## src/rtl/basic_mode_consts.svh

```systemverilog
// offsets, field positions, reset values and timing counts of the mode block
`ifndef BASIC_MODE_CONSTS_SVH
`define BASIC_MODE_CONSTS_SVH
// byte addresses on the register bus
`define CTRL_OFFSET 12'h000
`define EVENT_OFFSET 12'h004
// control register field positions
`define RESET_BIT 15
`define LOOPBACK_BIT 14
`define SPEED_LSB_BIT 13
`define AN_ENABLE_BIT 12
`define POWER_DOWN_BIT 11
`define ISOLATE_BIT 10
`define RESTART_BIT 9
`define DUPLEX_BIT 8
`define COL_TEST_BIT 7
`define SPEED_MSB_BIT 6
// control register reset values
`define SPEED_RESET 2'h2
`define FIELD_RESET 1'h0
// event register field positions and fixed value
`define LINK_BIT 0
`define FAULT_BIT 1
`define ABILITY_BIT 2
`define COUNT_LSB 8
`define COUNT_MSB 15
`define ABILITY_VALUE 1'h1
// timing
`define CLK_MHZ 250
`define LOOP_DEAD_US 500
`define LOOP_DEAD_CYCLES (`LOOP_DEAD_US * `CLK_MHZ)
`define SOFT_RESET_CYCLES 16
`endif

```

## src/rtl/basic_mode_pkg.sv

```systemverilog
// types shared by the basic mode control block
package basic_mode_pkg;
	// forced speed codes, msb then lsb
	typedef enum logic [1:0] {
		SPEED_10 = 2'h0,
		SPEED_100 = 2'h1,
		SPEED_1000 = 2'h2,
		SPEED_RSVD = 2'h3
	} speed_type;
	// software reset sequence, gray along idle-run-relatch
	typedef enum logic [1:0] {
		RST_IDLE = 2'h0,
		RST_RUN = 2'h1,
		RST_RELATCH = 2'h3
	} reset_state_type;
endpackage

```

## src/rtl/phy_basic_mode_control.sv

```systemverilog
// basic mode control register bank of the phy with its apb slave
// Contract
// self clearing bits drop once event ends
// clear on read field ignores writes, read zeroes
// latched low holds zero until read
// latched high holds one until read
// strap defaults sampled at reset; fixed bits constant
// reset bit runs reset, self clears, relatches straps
// loopback returns mac transmit data to receive
// loopback start gives receive dead period
// forced speed from bits six and thirteen
// autoneg enable strapped, overrides forced speed duplex
// power down leaves only registers alive
// power down is field or pin
// isolate cuts mac data, keeps management
// restart only when enabled, clears once begun
// writing zero to restart changes nothing
// forced duplex bit, strapped reset value
// collision test echoes transmit enable on col
// reserved low six bits read zero
//
// Decided for this implementation: the APB slave port.
`timescale 1ns/1ps
`default_nettype none
`include "basic_mode_consts.svh"
module phy_basic_mode_control
	import basic_mode_pkg::*;
#(
	parameter int ADDR_W = 12,
	parameter int DATA_W = 8,
	parameter int DEAD_W = 17,
	parameter logic [DEAD_W-1:0] LOOP_DEAD_CYCLES = DEAD_W'(`LOOP_DEAD_CYCLES),
	parameter logic [7:0] SOFT_RESET_CYCLES = 8'(`SOFT_RESET_CYCLES)
) (
	input wire logic clk,
	input wire logic rst_b,
	input wire logic psel,
	input wire logic penable,
	input wire logic pwrite,
	input wire logic [ADDR_W-1:0] paddr,
	input wire logic [31:0] pwdata,
	input wire logic [3:0] pstrb,
	output logic [31:0] prdata,
	output logic pready,
	output logic pslverr,
	input wire logic strapAnEnable,
	input wire logic strapFullDuplex,
	input wire logic powerDownInputPin_b,
	input wire logic linkUp,
	input wire logic remoteFault,
	input wire logic [1:0] anSpeed,
	input wire logic anFullDuplex,
	input wire logic anBegun,
	input wire logic txEn,
	input wire logic [DATA_W-1:0] txd,
	input wire logic lineRxDv,
	input wire logic [DATA_W-1:0] lineRxd,
	output logic macRxDv,
	output logic [DATA_W-1:0] macRxd,
	output logic lineTxEn,
	output logic [DATA_W-1:0] lineTxd,
	output logic col,
	output logic phyPowerDown,
	output logic portIsolated,
	output logic loopbackOn,
	output logic [1:0] speedSel,
	output logic fullDuplex,
	output logic autoNegEnabled,
	output logic autoNegRestart,
	output logic coreReset
);
	reset_state_type rstState_q; // software reset sequence
	reset_state_type rstState_d;
	logic [1:0] forcedSpeed_q; // {speed msb, speed lsb}
	logic powerDown_q; // stored power down field
	logic fullDuplexField; // stored duplex field
	logic colTest_q; // collision test enable
	logic loopPrev_q; // loopback one cycle ago, for start detect
	logic colPrev_q; // col one cycle ago, for the counter
	logic [7:0] colCount_q; // clear on read count of col assertions
	logic accept; // apb access phase, first cycle
	logic hitCtrl;
	logic hitEvt;
	logic wrCtrl; // write to control taken this cycle
	logic wrReset; // write sets the reset bit
	logic rdEvt; // read of event register taken this cycle
	logic rstBit; // reset bit as software sees it
	logic resetDone;
	logic pdEff; // field or pin
	logic deadStart;
	logic deadBusy;
	logic deadActive; // receive must stay quiet
	logic linkFlag;
	logic faultFlag;
	logic colRise;
	logic [15:0] ctrlStored; // fields without live views
	logic [15:0] ctrlView; // what a read returns
	logic [15:0] wrData; // byte-merged write value
	logic [15:0] evtView;
	logic [31:0] readMux;

	// decode; one wait state lets read data come from a flop
	assign accept = psel & penable & ~pready;
	assign hitCtrl = (paddr == ADDR_W'(`CTRL_OFFSET));
	assign hitEvt = (paddr == ADDR_W'(`EVENT_OFFSET));
	// writes during a software reset are dropped
	assign wrCtrl = accept & pwrite & hitCtrl & (rstState_q == RST_IDLE);
	assign wrReset = wrCtrl & wrData[`RESET_BIT];
	// event register has no writable bits at all
	assign rdEvt = accept & ~pwrite & hitEvt;
	assign rstBit = (rstState_q != RST_IDLE);
	assign pdEff = powerDown_q | ~powerDownInputPin_b;
	assign deadStart = loopbackOn & ~loopPrev_q;
	assign deadActive = deadStart | deadBusy;
	assign colRise = col & ~colPrev_q;

	// stored fields; reset and restart read back as zero here so that a
	// partial byte write cannot fire them again
	always_comb begin
		ctrlStored = 16'h0000; // reserved bits stay zero
		ctrlStored[`LOOPBACK_BIT] = loopbackOn;
		ctrlStored[`SPEED_LSB_BIT] = forcedSpeed_q[0];
		ctrlStored[`AN_ENABLE_BIT] = autoNegEnabled;
		ctrlStored[`POWER_DOWN_BIT] = powerDown_q;
		ctrlStored[`ISOLATE_BIT] = portIsolated;
		ctrlStored[`DUPLEX_BIT] = fullDuplexField;
		ctrlStored[`COL_TEST_BIT] = colTest_q;
		ctrlStored[`SPEED_MSB_BIT] = forcedSpeed_q[1];
	end

	// read view adds the live reset, restart and pin-merged power down
	always_comb begin
		ctrlView = ctrlStored;
		ctrlView[`RESET_BIT] = rstBit;
		ctrlView[`RESTART_BIT] = autoNegRestart;
		ctrlView[`POWER_DOWN_BIT] = pdEff;
	end

	// byte lanes: only strobed bytes of the low half change
	assign wrData = {pstrb[1] ? pwdata[15:8] : ctrlStored[15:8],
		pstrb[0] ? pwdata[7:0] : ctrlStored[7:0]};

	// event register: link latched low, fault latched high, fixed ability
	always_comb begin
		evtView = 16'h0000;
		evtView[`LINK_BIT] = linkFlag;
		evtView[`FAULT_BIT] = faultFlag;
		evtView[`ABILITY_BIT] = `ABILITY_VALUE;
		evtView[`COUNT_MSB:`COUNT_LSB] = colCount_q;
	end

	// read mux; upper half and unmapped addresses read zero
	always_comb begin
		readMux = 32'h0000_0000;
		if (hitCtrl) begin
			readMux = {16'h0000, ctrlView};
		end else if (hitEvt) begin
			readMux = {16'h0000, evtView};
		end
	end

	// apb answer: pready one cycle after the access phase opens
	always_ff @(posedge clk or negedge rst_b) begin
		if (!rst_b) begin
			pready <= 1'h0;
			pslverr <= 1'h0;
			prdata <= 32'h0000_0000;
		end else begin
			pready <= accept;
			pslverr <= accept & ~(hitCtrl | hitEvt);
			if (accept) begin
				prdata <= pwrite ? 32'h0000_0000 : readMux;
			end
		end
	end

	// software reset sequence next state
	always_comb begin
		rstState_d = rstState_q;
		unique case (rstState_q)
			RST_IDLE: begin
				if (wrReset) begin
					rstState_d = RST_RUN;
				end
			end
			RST_RUN: begin
				if (resetDone) begin
					rstState_d = RST_RELATCH;
				end
			end
			RST_RELATCH: begin
				rstState_d = RST_IDLE;
			end
		endcase
	end

	// hardware reset enters relatch so straps are caught after release
	always_ff @(posedge clk or negedge rst_b) begin
		if (!rst_b) begin
			rstState_q <= RST_RELATCH;
			coreReset <= 1'h1;
		end else begin
			rstState_q <= rstState_d;
			coreReset <= (rstState_d != RST_IDLE);
		end
	end

	// length of the software reset of the phy core
	hold_timer #(
		.WIDTH(8)
	) u_reset_timer (
		.clk(clk),
		.rst_b(rst_b),
		.load(wrReset),
		.loadValue(SOFT_RESET_CYCLES),
		.busy(),
		.done(resetDone)
	);

	// control fields: defaults on reset write, straps on relatch
	always_ff @(posedge clk or negedge rst_b) begin
		if (!rst_b) begin
			loopbackOn <= `FIELD_RESET;
			forcedSpeed_q <= `SPEED_RESET;
			autoNegEnabled <= `FIELD_RESET;
			powerDown_q <= `FIELD_RESET;
			portIsolated <= `FIELD_RESET;
			fullDuplexField <= `FIELD_RESET;
			colTest_q <= `FIELD_RESET;
		end else if (wrReset) begin
			loopbackOn <= `FIELD_RESET;
			forcedSpeed_q <= `SPEED_RESET;
			autoNegEnabled <= `FIELD_RESET;
			powerDown_q <= `FIELD_RESET;
			portIsolated <= `FIELD_RESET;
			fullDuplexField <= `FIELD_RESET;
			colTest_q <= `FIELD_RESET;
		end else if (rstState_q == RST_RELATCH) begin
			autoNegEnabled <= strapAnEnable;
			fullDuplexField <= strapFullDuplex;
		end else if (wrCtrl) begin
			loopbackOn <= wrData[`LOOPBACK_BIT];
			forcedSpeed_q <= {wrData[`SPEED_MSB_BIT], wrData[`SPEED_LSB_BIT]};
			autoNegEnabled <= wrData[`AN_ENABLE_BIT];
			powerDown_q <= wrData[`POWER_DOWN_BIT];
			portIsolated <= wrData[`ISOLATE_BIT];
			fullDuplexField <= wrData[`DUPLEX_BIT];
			colTest_q <= wrData[`COL_TEST_BIT];
		end
	end

	// restart request: set only with negotiation enabled in the same
	// write, cleared by the engine; a written zero is simply ignored
	always_ff @(posedge clk or negedge rst_b) begin
		if (!rst_b) begin
			autoNegRestart <= 1'h0;
		end else if (wrReset || rstState_q != RST_IDLE) begin
			autoNegRestart <= 1'h0;
		end else begin
			autoNegRestart <= (wrCtrl & wrData[`RESTART_BIT]
				& wrData[`AN_ENABLE_BIT]) | (autoNegRestart & ~anBegun);
		end
	end

	// speed and duplex to the core; reserved forced code keeps last speed
	always_ff @(posedge clk or negedge rst_b) begin
		if (!rst_b) begin
			speedSel <= `SPEED_RESET;
			fullDuplex <= `FIELD_RESET;
			phyPowerDown <= 1'h0;
		end else begin
			phyPowerDown <= pdEff;
			if (autoNegEnabled) begin
				speedSel <= anSpeed;
				fullDuplex <= anFullDuplex;
			end else begin
				fullDuplex <= fullDuplexField;
				if (forcedSpeed_q != SPEED_RSVD) begin
					speedSel <= forcedSpeed_q;
				end
			end
		end
	end

	// receive stays quiet while the descrambler would relock
	hold_timer #(
		.WIDTH(DEAD_W)
	) u_dead_timer (
		.clk(clk),
		.rst_b(rst_b),
		.load(deadStart),
		.loadValue(LOOP_DEAD_CYCLES),
		.busy(deadBusy),
		.done()
	);

	// mac data path: isolate and power down win over loopback; in
	// loopback nothing goes to the line
	always_ff @(posedge clk or negedge rst_b) begin
		if (!rst_b) begin
			macRxDv <= 1'h0;
			macRxd <= '0;
			lineTxEn <= 1'h0;
			lineTxd <= '0;
			loopPrev_q <= 1'h0;
		end else begin
			loopPrev_q <= loopbackOn;
			if (portIsolated || pdEff) begin
				macRxDv <= 1'h0;
				macRxd <= '0;
				lineTxEn <= 1'h0;
				lineTxd <= '0;
			end else if (loopbackOn) begin
				macRxDv <= txEn & ~deadActive;
				macRxd <= deadActive ? '0 : txd;
				lineTxEn <= 1'h0;
				lineTxd <= '0;
			end else begin
				macRxDv <= lineRxDv;
				macRxd <= lineRxd;
				lineTxEn <= txEn;
				lineTxd <= txd;
			end
		end
	end

	// collision test: one cycle is far inside both bit-time limits
	always_ff @(posedge clk or negedge rst_b) begin
		if (!rst_b) begin
			col <= 1'h0;
			colPrev_q <= 1'h0;
		end else begin
			col <= colTest_q & txEn;
			colPrev_q <= col;
		end
	end

	// col counter; a rise in the read cycle restarts it at one
	always_ff @(posedge clk or negedge rst_b) begin
		if (!rst_b) begin
			colCount_q <= 8'h00;
		end else if (rdEvt) begin
			colCount_q <= {7'h00, colRise};
		end else if (colRise && colCount_q != 8'hFF) begin
			colCount_q <= colCount_q + 8'h01;
		end
	end

	// link latches low on loss, fault latches high
	status_latch #(
		.ACTIVE(1'h0),
		.RESET_VAL(1'h0)
	) u_link_latch (
		.clk(clk),
		.rst_b(rst_b),
		.eventIn(~linkUp),
		.readClr(rdEvt),
		.flag(linkFlag)
	);
	status_latch #(
		.ACTIVE(1'h1),
		.RESET_VAL(1'h0)
	) u_fault_latch (
		.clk(clk),
		.rst_b(rst_b),
		.eventIn(remoteFault),
		.readClr(rdEvt),
		.flag(faultFlag)
	);

	localparam int RstMax = 24; // covers the default reset length
endmodule
`default_nettype wire

```

## src/rtl/hold_timer.sv

```systemverilog
// down counter that stays busy for a loaded number of cycles
`timescale 1ns/1ps
`default_nettype none
module hold_timer #(
	parameter int WIDTH = 17
) (
	input wire logic clk,
	input wire logic rst_b,
	input wire logic load,
	input wire logic [WIDTH-1:0] loadValue,
	output logic busy,
	output logic done
);
	logic [WIDTH-1:0] count_q; // cycles still to run

	assign busy = (count_q != '0);
	// last cycle of the count; one-cycle pulse
	assign done = (count_q == WIDTH'(1));

	// a fresh load restarts the count even while busy
	always_ff @(posedge clk or negedge rst_b) begin
		if (!rst_b) begin
			count_q <= '0;
		end else if (load) begin
			count_q <= loadValue;
		end else if (busy) begin
			count_q <= count_q - WIDTH'(1);
		end
	end
endmodule
`default_nettype wire

```

## src/rtl/status_latch.sv

```systemverilog
// status bit that latches on its event and is released by a read
`timescale 1ns/1ps
`default_nettype none
module status_latch #(
	parameter logic ACTIVE = 1'h1,
	parameter logic RESET_VAL = 1'h0
) (
	input wire logic clk,
	input wire logic rst_b,
	input wire logic eventIn,
	input wire logic readClr,
	output logic flag
);
	// the event wins over a read in the same cycle so it is never lost
	always_ff @(posedge clk or negedge rst_b) begin
		if (!rst_b) begin
			flag <= RESET_VAL;
		end else if (eventIn) begin
			flag <= ACTIVE;
		end else if (readClr) begin
			flag <= ~ACTIVE;
		end
	end
endmodule
`default_nettype wire

```

## config.mk

```make
export PLATFORM = sky130hd
export DESIGN_NAME = phy_basic_mode_control
export DESIGN_NICKNAME = d
export VERILOG_FILES = /design/src/rtl/basic_mode_pkg.sv /design/src/rtl/phy_basic_mode_control.sv /design/src/rtl/hold_timer.sv /design/src/rtl/status_latch.sv
export VERILOG_INCLUDE_DIRS = /design/src /design/src/rtl
export SDC_FILE = /design/constraint.sdc
export NUM_CORES = 1
export LEC_CHECK = 0
export ABC_AREA = 0
export BUFFER_PORTS_ARGS = -buffer_cell sky130_fd_sc_hd__buf_2
export CAP_MARGIN = 20
export CORE_MARGIN = 4
export CORE_UTILIZATION = 40
export CTS_BUF_LIST = sky130_fd_sc_hd__clkbuf_2
export DETAILED_ROUTE_END_ITERATION = 10
export PLACE_DENSITY = 0.69
export SYNTH_ARGS = -nofsm -noshare
export SYNTH_HDL_FRONTEND = slang
export SYNTH_SLANG_ARGS = --single-unit
```

## constraint.sdc

```tcl
create_clock -name clk -period 2.3 [get_ports clk]
set_input_delay 0.23 -clock clk [delete_from_list [all_inputs] [get_ports clk]]
set_output_delay 0.23 -clock clk [all_outputs]
set_load 0.02 [all_outputs]
```

==> impl_results.md, run 1 <==
- Final sum of negative setup slack: 0 ns
- Cells traversed along the worst timing path: or3_4 > or4_4 > or3_4 > nor4b_4 > buf_4 > a22o_1
- Proportion of power drawn by the clock network: between 20% and 30%
- Final count of pins violating max slew: 0
- Unrepaired setup endpoints after global routing: true
- Worst path bufs/invs: 1
- Max incr delay on CP: about 0.49 ns
- Fmax: ~440 MHz
- First-pass GRT wire length: between 15000 and 20000 um
- Die width: 108.8 um
- Weighted congestion at the end of routability-driven global placement: between 0.8 and 0.9
- Synth Warn #: 0
- Yosys cell types: between 40 and 50
- Sw Pwr: 1291 uW
- Critical path's most frequent cell: or3_4
- Slowest stage cell on the critical path: or4_4
- Power Dens Cells: slightly above 700 nW/um^2
- Headroom to the max-slew limit: roughly three fifths
- Die height: roughly 110 um
- Floorplan row count: 36
- Xor/xnor share of the synthesized area: under 10%
- Clock Root Buffer: clkbuf_2
- HP Class: in2reg
- DRC errors left: 0
- Fraction of synthesized area in multiplexers: under 10%
- Die area: between 10000 and 15000 um^2
- Clock slew seen by the registers of the worst setup and hold paths: between 0.2 and 0.3 ns
- Number of clock buffers inserted by TritonCTS: 9
- Starting Density: just over 40%
- Pin count of the biggest net entering global routing: 47
- Period minus WS final: approximately 2.3 ns
- Depth of the most critical reg-to-reg path: 6
- List of most frequent post-synthesis cells: dfrtp_1 (82), nor2_1 (35), nand2_1 (31)
- Cell with the most instances after synthesis: dfrtp_1
- Post-detailed-route via-to-cell ratio: around 4.9
- Main combinational cell family by area after synthesis: simple AND/OR/NAND/NOR gates
- Flip-flop and latch count after synthesis: 87
- Clock tree from TritonCTS: built
- Final-report setup violation count: 0
- Cells after Synth: around 400
- Min setup slack post-route: 0.01096 ns
- Endpoint type of the worst setup path: flip-flop
- Met3 Usage GRT: roughly 5.3%
- Worst setup path startpoint: u_dead_timer.count_q[12]
- Number of vias after detailed routing: roughly 3400
- Max capacitance violation total: 0
- Async S/R FF share, synth: between 90% and 100%
- Synthesized-area fraction occupied by and/or/nand/nor cells: approximately 21%
- Maximum fanout along the worst path: 6
- Switching share of total power: between 30 and 40%
- GRT met1 Usage: between 20% and 30%
- Sequential fraction of design power: 50.9%
- Outcome: finished, final reports clean
- Worst setup slack before clock tree synthesis: -0.02797 ns
- Number of synthesized flops with an enable pin: 0
- Post-layout utilization of the core: ~55%
- Number of levels in the clock H-tree: 3
- Adder and majority cell fraction of the synthesized area: 1.540%
- Transition time at the pin with the least slew margin: approximately 0.58 ns
- Met2 Usage GRT: between 30% and 40%
- Worst EP required: ~2.8 ns
- Critical path type: reg2reg
- Total track usage: a little under a fifth
- Final nets: between 600 and 700
- Synthesized area per cell: about 10 um^2
- Arr. time, crit path: approximately 2.8 ns
- Fraction of post-synthesis cell area in the top cell type by area: between 50% and 60%
- Minimum setup slack among reg-to-reg paths: between 0.01 and 0.015 ns
- Last element of the critical path: macRxd[7]
- Clock insertion delay at the later pin of the skew report: approximately 0.54 ns
- Half-perimeter wire length after detailed placement: between 7000 and 8000 um
- Synth Flop Type: dfrtp_1
- Final count of hold timing violations: 0
- Kind of start point of the critical path: flip-flop
- Cell internal pwr: 2592 uW
- Worst r2r dst: macRxd[7]
- Number of port buffers: 98
- Cell count after placement: 643
- Reg-to-Reg Start: u_dead_timer.count_q[12]
- Combinational share of power: between 20% and 30%
- Post-route antenna net violation count: 0
- Top area cells in the synthesized netlist: dfrtp_1 (51%), o21ai_0 (3.6%), buf_4 (3.5%)
- Ports: 142
- Cell type with the largest total area after synthesis: dfrtp_1
- Kind of cell adding the most delay to the critical path: simple AND/OR/NAND/NOR gates
- Longest Clk Path Bufs: 2
- Total number of cells along the worst setup path: 6
- GRT Max-Usage Layer: met2
- Final Cycle Share: between 90 and 100%
- Routed WL: 10050 um
- Vias in the first global route: 3553
- Share of cells above drive strength 1: a little under a third
- Depth of the worst hold-timing path: 3
- Overflow after GRT: 0
- Fraction of the mapped netlist area in compound gates: 12.05%
- Detailed-routing iteration count for the pre-antenna-repair pass: 4
- Average wire per standard cell: about 14 um
- Diode insertion count for antenna repair: 0
- Static leakage: 0.002582 uW
- Tightest hold margin: 0.04389 ns
- Initial detailed-routing violation count: roughly 120
- Clock skew: 0.02427 ns
- Synth Cell Area: 4061 um^2
- Fill cell count: ~900
- Initial antenna violation count: 0
- Area of the core: around 10000 um^2
- Area growth from synthesis to final layout: 32.29%
- Proportion of synthesized chip area in sequential cells: a little over half
- IR drop worst, VDD: between 0.0002 and 0.0003 V
- Final Non-Filler Cells: 698
- Clock Sinks: just under 90
power groups by stage:
stage | Sequential, uW | Combinational, uW | Clock, uW
2_1_floorplan | 2000 | 609 | 0
6_report | 1980 | 1100 | 806
3_3_place_gp | 1980 | 950 | 0
4_1_cts | 1970 | 1040 | 834
5_1_grt | 2010 | 1240 | 896
3_5_place_dp | 1990 | 981 | 0
tightest hold or removal path, delay by kind of cell:
kind	cells	cell delay, ns
and+or+nand+nor	1	0.05
buffers and inverters	1	0.08
AOI/OAI and AO/OA	1	0.20
stage by stage:
| step | total power [uW] | instance area, um^2 |
|---|---|---|
| 2_1_floorplan | 2604 | 4133 |
| 3_3_place_gp | 2932 | 4820 |
| 5_1_grt | 4150 | 5373 |
| 4_1_cts | 3846 | 5330 |
| 6_report | 3883 | 5373 |
| 3_5_place_dp | 2974 | 4820 |
layout by cell type (no fill, tap or decap), types with 3 or more instances in the layout:
cell type      instances
ha_1                   5
nor2_1                35
or3_4                  4
nor4_1                10
o31a_1                 3
and2_1                12
nor3_1                 9
clkbuf_2              10
xor2_1                 6
a22o_1                12
nor2b_1                4
conb_1                19
dfstp_2                5
xnor2_1                8
nand2b_1               7
buf_4                 33
mux2i_1                9
dlygate4sd3_1         37
o21ai_0               28
buf_2                 97
or3_1                 13
nand3_1                8
inv_1                 16
nand2_1               31
a21oi_1               10
dfrtp_1               82
o21a_1                 6
or4_1                  4
state kept, by name, indices dropped and copies added (netlist names), 2 cells and up:
register,count
colCount_q,8
u_reset_timer.count_q,8
u_dead_timer.count_q,17
lineTxd,8
macRxd,8
forcedSpeed_q,2
speedSel,2
rstState_q,2
prdata,13
worst min-delay path by stage:
stage | end | start
after floorplan | autoNegEnabled | rst_b
after global placement | macRxd[4] | rst_b
after detailed placement | lineTxd[4] | rst_b
after CTS | pslverr | paddr[6]
after global routing | pslverr | paddr[6]
final | pslverr | paddr[6]
cell families (layout without fill, tap and decap cells):
| group | count (synthesis) | in the layout |
|---|---|---|
| DFF | 87 | 87 |
| buffers and inverters | 48 | 199 |
| AOI/OAI and AO/OA | 75 | 75 |
| muxes | 11 | 11 |
| xor gates and xnor gates | 14 | 14 |
| other | 1 | 19 |
| adders and majority gates | 5 | 5 |
| and+or+nand+nor | 155 | 155 |
per-layer routing:
layer | vias to the layer above | routed length [um]
met3 | 15 | 636
li1 | 1676 | -
met1 | 1631 | 4293
met4 | 0 | 199
met5 | - | 0
met2 | 106 | 4922
cell type report:
| type | instances | area (um^2) | share of cell area (%) |
|---|---|---|---|
| timing repair buffer | 167 | 1104 | 20.54 |
| inverter | 16 | 60.06 | 1.118 |
| clock buffer | 10 | 50.05 | 0.9315 |
| sequential | 87 | 2183 | 40.64 |
| clock inverter | 6 | 68.82 | 1.281 |
| multi-input combinational | 279 | 1740 | 32.39 |
| tap | 133 | 166.4 | 3.097 |
timing repair:
action | in CTS | in global routing
pin swaps | 1 | 5
setup endpoints to repair | 7 | 11
endpoints found under the hold margin | 78 | 0
buffers inserted | 1 | 1
gates resized for setup | 3 | 8
hold buffers | 37 | 0
(Power assumes the default switching activity.)
==> run 2, diff against run 1 <==
--- a/config.mk
+++ b/config.mk
@@ -9,7 +9,7 @@
 export ABC_AREA = 0
 export BUFFER_PORTS_ARGS = -buffer_cell sky130_fd_sc_hd__buf_2
 export CAP_MARGIN = 20
-export CORE_MARGIN = 4
+export CORE_MARGIN = 2
 export CORE_UTILIZATION = 40
 export CTS_BUF_LIST = sky130_fd_sc_hd__clkbuf_2
 export DETAILED_ROUTE_END_ITERATION = 10
==> run 2 against run 1 <==
Count of clock-buffer cells in the layout up 1. Register-to-register slack better by 0.04 ns. First-iteration DRC count up 50%. Worst setup slack better by 0.039 ns. Critical path type unchanged. Highest routed layer unchanged.
==> impl_results.md, run 2 (same netlist as run 1, synthesis figures left out) <==
- Number of levels in the clock H-tree: 3
- Flip-flop count of the largest register after layout: 17
- Largest registers: u_dead_timer.count_q (17), prdata (13)
- Share of cells above drive strength 1: between 20% and 30%
- Cells traversed along the worst timing path: or3_4 > or4_4 > or3_4 > nor4b_4 > buf_4 > a22o_1
- Largest Register: u_dead_timer.count_q
- Area taken by flip-flops and latches: roughly 2200 um^2
- Fill cell count: between 900 and 1000
- HP Class: in2reg
- Kind of cell adding the most delay to the critical path: simple AND/OR/NAND/NOR gates
- Area occupied by multi-input gates: about 1700 um^2
- Clock tree from TritonCTS: built
- Longest Clk Path Bufs: 2
- Arr. time, crit path: 2.70 ns
- Unrepaired setup endpoints after global routing: true
- Endpoint type of the worst setup path: flip-flop
- Slowest stage cell on the critical path: or4_4
- Max capacitance violation total: 0
- Floorplan row count: 36
- Ports: between 100 and 150
- Leading cell types in the layout, fill and taps excluded: buf_2 (97), dfrtp_1 (82), dlygate4sd3_1 (37)
- Detailed-routing iteration count for the pre-antenna-repair pass: 5
- Static leakage: about 0.0026 uW
- Final-report setup violation count: 0
- Fmax: between 400 and 500 MHz
- Clock skew: 0.04769 ns
- Max incr delay on CP: 0.50 ns
- Initial detailed-routing violation count: about 170
- Average wire per standard cell: approximately 14 um
- Maximum fanout along the worst path: 5
- Kind of start point of the critical path: flip-flop
- First-pass GRT wire length: between 15000 and 20000 um
- Period minus WS final: between 2 and 2.5 ns
- Die width: between 100 and 150 um
- Half-perimeter wire length after detailed placement: between 7000 and 8000 um
- Number of vias after detailed routing: between 3000 and 4000
- Area of the core: a little under 10000 um^2
- Final Cycle Share: a little over nine tenths
- Worst EP required: roughly 2.8 ns
- Diode insertion count for antenna repair: 0
- Worst hold start: pwdata[15]
- Initial antenna violation count: 0
- DRC errors left: 0
- Post-detailed-route via-to-cell ratio: roughly 5
- Post-layout utilization of the core: ~54%
- Final nets: 641
- Headroom to the max-slew limit: between 60 and 70%
- Routed WL: roughly 9900 um
- Commonest non-fill, non-tap cell in the layout: buf_2
- Post-route antenna net violation count: 0
- Critical path type: reg2reg
- IR drop worst, VDD: between 0.0003 and 0.0004 V
- Weighted congestion at the end of routability-driven global placement: around 0.87
- Clock Sinks: between 80 and 90
- Vias in the first global route: 3407
- Reg-to-Reg Start: u_dead_timer.count_q[12]
- Clock slew seen by the registers of the worst setup and hold paths: between 0.2 and 0.25 ns
- Transition time at the pin with the least slew margin: between 0.5 and 0.6 ns
- Pin count of the biggest net entering global routing: between 40 and 50
- Critical path's most frequent cell: or3_4
- Final sum of negative setup slack: 0 ns
- Worst setup path startpoint: u_dead_timer.count_q[12]
- Die height: roughly 100 um
- Power Dens Cells: 715.0 nW/um^2
- Area growth from synthesis to final layout: 31.27%
- Starting Density: 41.36%
- Final count of hold timing violations: 0
- Overflow after GRT: 0
- Number of clock buffers inserted by TritonCTS: 9
- Die area: ~11000 um^2
- Clock insertion delay at the later pin of the skew report: about 0.53 ns
- Number of port buffers: around 100
- Final count of pins violating max slew: 0
- Total track usage: a little under a fifth
- Worst path bufs/invs: 1
- Outcome: finished, final reports clean
- Clock Root Buffer: clkbuf_2
run 2: cell count changes in the layout (fill, tap and decap cells not counted), sizes merged:
cell      before  now
buf          130  126
clkbuf        10   11
clkinvlp       1    0
run 2: final cells by class:
cell class                 instances  share of cell area (%)
clock buffer                      11                   1.033
clock inverter                     5                   1.056
inverter                          16                   1.126
multi-input combinational        279                   32.34
sequential                        87                   40.95
tap                              133                   3.121
timing repair buffer             163                   20.37
run 2: tightest hold or removal path, stage by stage:
cell      delay, ns
buf_2          0.17
nand2b_1       0.12
o21ai_0        0.06
run 2: where the power goes:
group	internal (uW)	leakage [uW]	total [uW]	switching [uW]
Combinational	536	0.00141	1070	535
Clock	264	0.0000744	769	505
Sequential	1760	0.00108	1970	209
Total	2560	0.00256	3810	1250
run 2: path summary, 6_finish.rpt:
check	to	slack, ns	cells after the start
worst max-delay path	macRxd[7]	0.05	6
worst max register to register	macRxd[7]	0.05	6
worst min-delay path	powerDown_q	0.07	3
max in group asynchronous	u_dead_timer.count_q[11]	1.43	3
min in group asynchronous	macRxd[6]	0.21	2
worst min register to register	colPrev_q	0.41	0
run 2: what timing repair did:
action | in CTS | in global routing
pin swaps | 3 | 2
gates resized for setup | 3 | 5
buffers inserted | 0 | 0
cloned | 0 | 0
hold buffers | 35 | 2
setup endpoints to repair | 9 | 20
hold endpoints to repair | 71 | 2
run 2: metal layers:
layer | up-vias | track usage (%) | part of all wire [%]
li1 | 1679 | - | -
met1 | 1650 | 22.56 | 43
met2 | 123 | 33.07 | 50
met3 | 13 | 4.304 | 6.1
met4 | 0 | 4.857 | 1.2
met5 | - | 0 | 0
run 2: through the flow:
step / cells / total power, uW / worst slack, ns / hold slack [ns] / instance area, um^2
2_1_floorplan: 414 / 2604 / -0.1689 / -0.06559 / 4133
3_3_place_gp: 641 / 2933 / 0.0005533 / 0.2576 / 4817
3_5_place_dp: 641 / 2985 / -0.05428 / 0.2639 / 4817
4_1_cts: 692 / 3826 / 0.0003673 / 0.007357 / 5293
5_1_grt: 694 / 4074 / -0.007830 / 0.005881 / 5331
6_report: 694 / 3812 / 0.05014 / 0.06971 / 5331
==> run 3, diff against run 2 <==
--- a/config.mk
+++ b/config.mk
@@ -10,10 +10,10 @@
 export BUFFER_PORTS_ARGS = -buffer_cell sky130_fd_sc_hd__buf_2
 export CAP_MARGIN = 20
 export CORE_MARGIN = 2
-export CORE_UTILIZATION = 40
+export CORE_UTILIZATION = 47
 export CTS_BUF_LIST = sky130_fd_sc_hd__clkbuf_2
 export DETAILED_ROUTE_END_ITERATION = 10
-export PLACE_DENSITY = 0.69
+export PLACE_DENSITY = 0.9
 export SYNTH_ARGS = -nofsm -noshare
 export SYNTH_HDL_FRONTEND = slang
 export SYNTH_SLANG_ARGS = --single-unit
==> run 3 against run 2 <==
Die area fell by 14%. Flip-flop and latch count did not move. Critical path type unchanged. Sequential share of layout area rose by 0.12 points. First-iteration DRC count fell by 13%. Critical endpoint unchanged. Sequential power barely moved. Worst setup slack got worse by 0.020 ns. Global-route usage rose by 3.9 points. Hold slack got worse by 0.011 ns. Final area fell by 0.28%. Clock power rose by 7.2%.
==> impl_results.md, run 3 (same netlist as run 1, synthesis figures left out) <==
- First-pass GRT wire length: 17260 um
- Post-route antenna net violation count: 0
- Area of the core: 8299 um^2
- Die area: ~9400 um^2
- Max capacitance violation total: 0
- Fill cell count: 621
- Floorplan row count: 33
- Min setup slack post-route: 0.03005 ns
- Power Dens Cells: 734.9 nW/um^2
- Weighted congestion at the end of routability-driven global placement: about 0.84
- Ports: 142
- Detailed-routing iteration count for the pre-antenna-repair pass: 5
- Vias in the first global route: 3699
- Period minus WS final: between 2 and 2.5 ns
- Clock Sinks: 87
- Overflow after GRT: 0
- Clock skew: 0.02820 ns
- Wire length on met1: 4132 um
- Sw Pwr: 1352 uW
- Final Non-Filler Cells: 667
- Number of port buffers: 98
- Static leakage: about 0.0026 uW
- HP Class: in2reg
- Clock tree from TritonCTS: built
- Longest Clk Path Bufs: 2
- Post-layout utilization of the core: 64.06%
- Number of levels in the clock H-tree: 3
- Half-perimeter wire length after detailed placement: approximately 6900 um
- Reg-to-Reg Start: u_dead_timer.count_q[8]
- Arr. time, crit path: roughly 2.8 ns
- Largest registers: u_dead_timer.count_q (17), prdata (13)
- Final count of hold timing violations: 0
- Worst setup path startpoint: u_dead_timer.count_q[8]
- Clock insertion delay at the later pin of the skew report: approximately 0.55 ns
- Final sum of negative setup slack: 0 ns
- Leading cell types in the layout, fill and taps excluded: buf_2 (98), dfrtp_1 (82), dlygate4sd3_1 (37)
- Top metal layer carrying routed signals: met4
- Number of clock buffers inserted by TritonCTS: 9
- Worst hold start: pwdata[15]
- Final Cycle Share: between 90% and 100%
- Routed met2 length: between 5000 and 6000 um
- Routed WL: about 11000 um
- DRC errors left: 0
- Final count of pins violating max slew: 0
- Critical path type: reg2reg
- Total track usage: between 20% and 30%
- Area growth from synthesis to final layout: 30.90%
- Transition time at the pin with the least slew margin: 0.6836 ns
- Commonest non-fill, non-tap cell in the layout: buf_2
- Clock Root Buffer: clkbuf_2
- Initial detailed-routing violation count: 150
- Final-report setup violation count: 0
- Worst EP required: approximately 2.8 ns
- Unrepaired setup endpoints after global routing: true
- Cell internal pwr: between 2000 and 3000 uW
- Die height: 96.96 um
- Clock slew seen by the registers of the worst setup and hold paths: 0.24 ns
- Cell count after placement: 609
- Fmax: 440.5 MHz
- Share of cells above drive strength 1: about 30%
- Initial antenna violation count: 0
- Switching share of total power: about 35%
- Headroom to the max-slew limit: 54.33%
- Combinational share of power: around 28%
- Maximum fanout along the worst path: 4
- Average wire per standard cell: around 16 um
- Kind of start point of the critical path: flip-flop
- Outcome: finished, final reports clean
- Pin count of the biggest net entering global routing: between 40 and 50
- Endpoint type of the worst setup path: flip-flop
- Diode insertion count for antenna repair: 0
- Starting Density: between 40% and 50%
- Worst setup slack before clock tree synthesis: -0.005508 ns
- Routed wl met3: 742 um
- Die width: between 90 and 100 um
- Final nets: between 600 and 700
- Sequential fraction of design power: 51.3%
- Proportion of power drawn by the clock network: a little over a fifth
- Largest Register: u_dead_timer.count_q
- Flip-flop count of the largest register after layout: 17
- IR drop worst, VDD: between 0.0003 and 0.0004 V
- Number of vias after detailed routing: 3638
- Post-detailed-route via-to-cell ratio: roughly 5.5
==> run 3: cell count changes in the layout (fill, tap and decap cells not counted), sizes merged <==
cell      before  now
clkinvlp       0    1
clkinv         2    3
clkbuf        11    9
buf          126  127
==> run 3: final cells by class <==
type / count / area [um^2] / share of cell area, %
clock buffers: 9 / 45.04 / 0.8473
clock inverters: 7 / 80.08 / 1.506
inverters: 16 / 60.06 / 1.130
multi-input cells: 279 / 1734 / 32.62
flip-flops and latches: 87 / 2183 / 41.07
well taps: 105 / 131.4 / 2.471
repair buffers: 164 / 1082 / 20.36
==> run 3: what timing repair did <==
item / CTS / global route
setup buffers: 2 / 2
hold buffers: 37 / 0
gates cloned: 0 / 1
endpoints found under the hold margin: 74 / 0
pin swaps: 5 / 6
setup endpoints to repair: 12 / 17
resized for setup: 5 / 7
==> run 3: critical path, stage by stage (launching register included) <==
cell,delay (ns)
dfrtp_1,0.44
or3_4,0.39
or4_4,0.48
or3_4,0.40
nor4b_4,0.25
buf_4,0.17
a22o_1,0.11
==> run 3: metal layers <==
| metal | GRT usage (%) | vias up |
|---|---|---|
| met2 | 39.80 | 173 |
| met4 | 7.801 | 0 |
| met3 | 5.636 | 28 |
| met5 | 0 | - |
| li1 | - | 1684 |
| met1 | 26.47 | 1753 |
==> run 3: through the flow <==
stage | hold WS (ns) | cell area (um^2) | power [uW]
final | 0.05920 | 5316 | 3907
after floorplan | -0.06559 | 4133 | 2604
after global routing | 0.02157 | 5316 | 4145
after detailed placement | 0.2371 | 4740 | 2937
after global placement | 0.2345 | 4740 | 2863
after CTS | 0.02510 | 5270 | 3850
==> run 3: worst paths after layout <==
| check | end | slack [ns] | cells after the start |
|---|---|---|---|
| worst max-delay path | macRxd[7] | 0.03 | 6 |
| worst min-delay path | portIsolated | 0.06 | 3 |
| worst max register to register | macRxd[7] | 0.03 | 6 |
| worst min register to register | colPrev_q | 0.46 | 0 |
| max in group asynchronous | speedSel[1] | 1.32 | 3 |
| min in group asynchronous | u_dead_timer.count_q[15] | 0.15 | 2 |
==> run 3: power groups by stage <==
stage / combinational, uW / clock (uW) / sequential [uW]
floorplan: 609 / 0 / 2000
global placement: 873 / 0 / 1990
detailed placement: 927 / 0 / 2010
CTS: 1030 / 837 / 1980
global route: 1200 / 916 / 2030
finish: 1080 / 824 / 2000
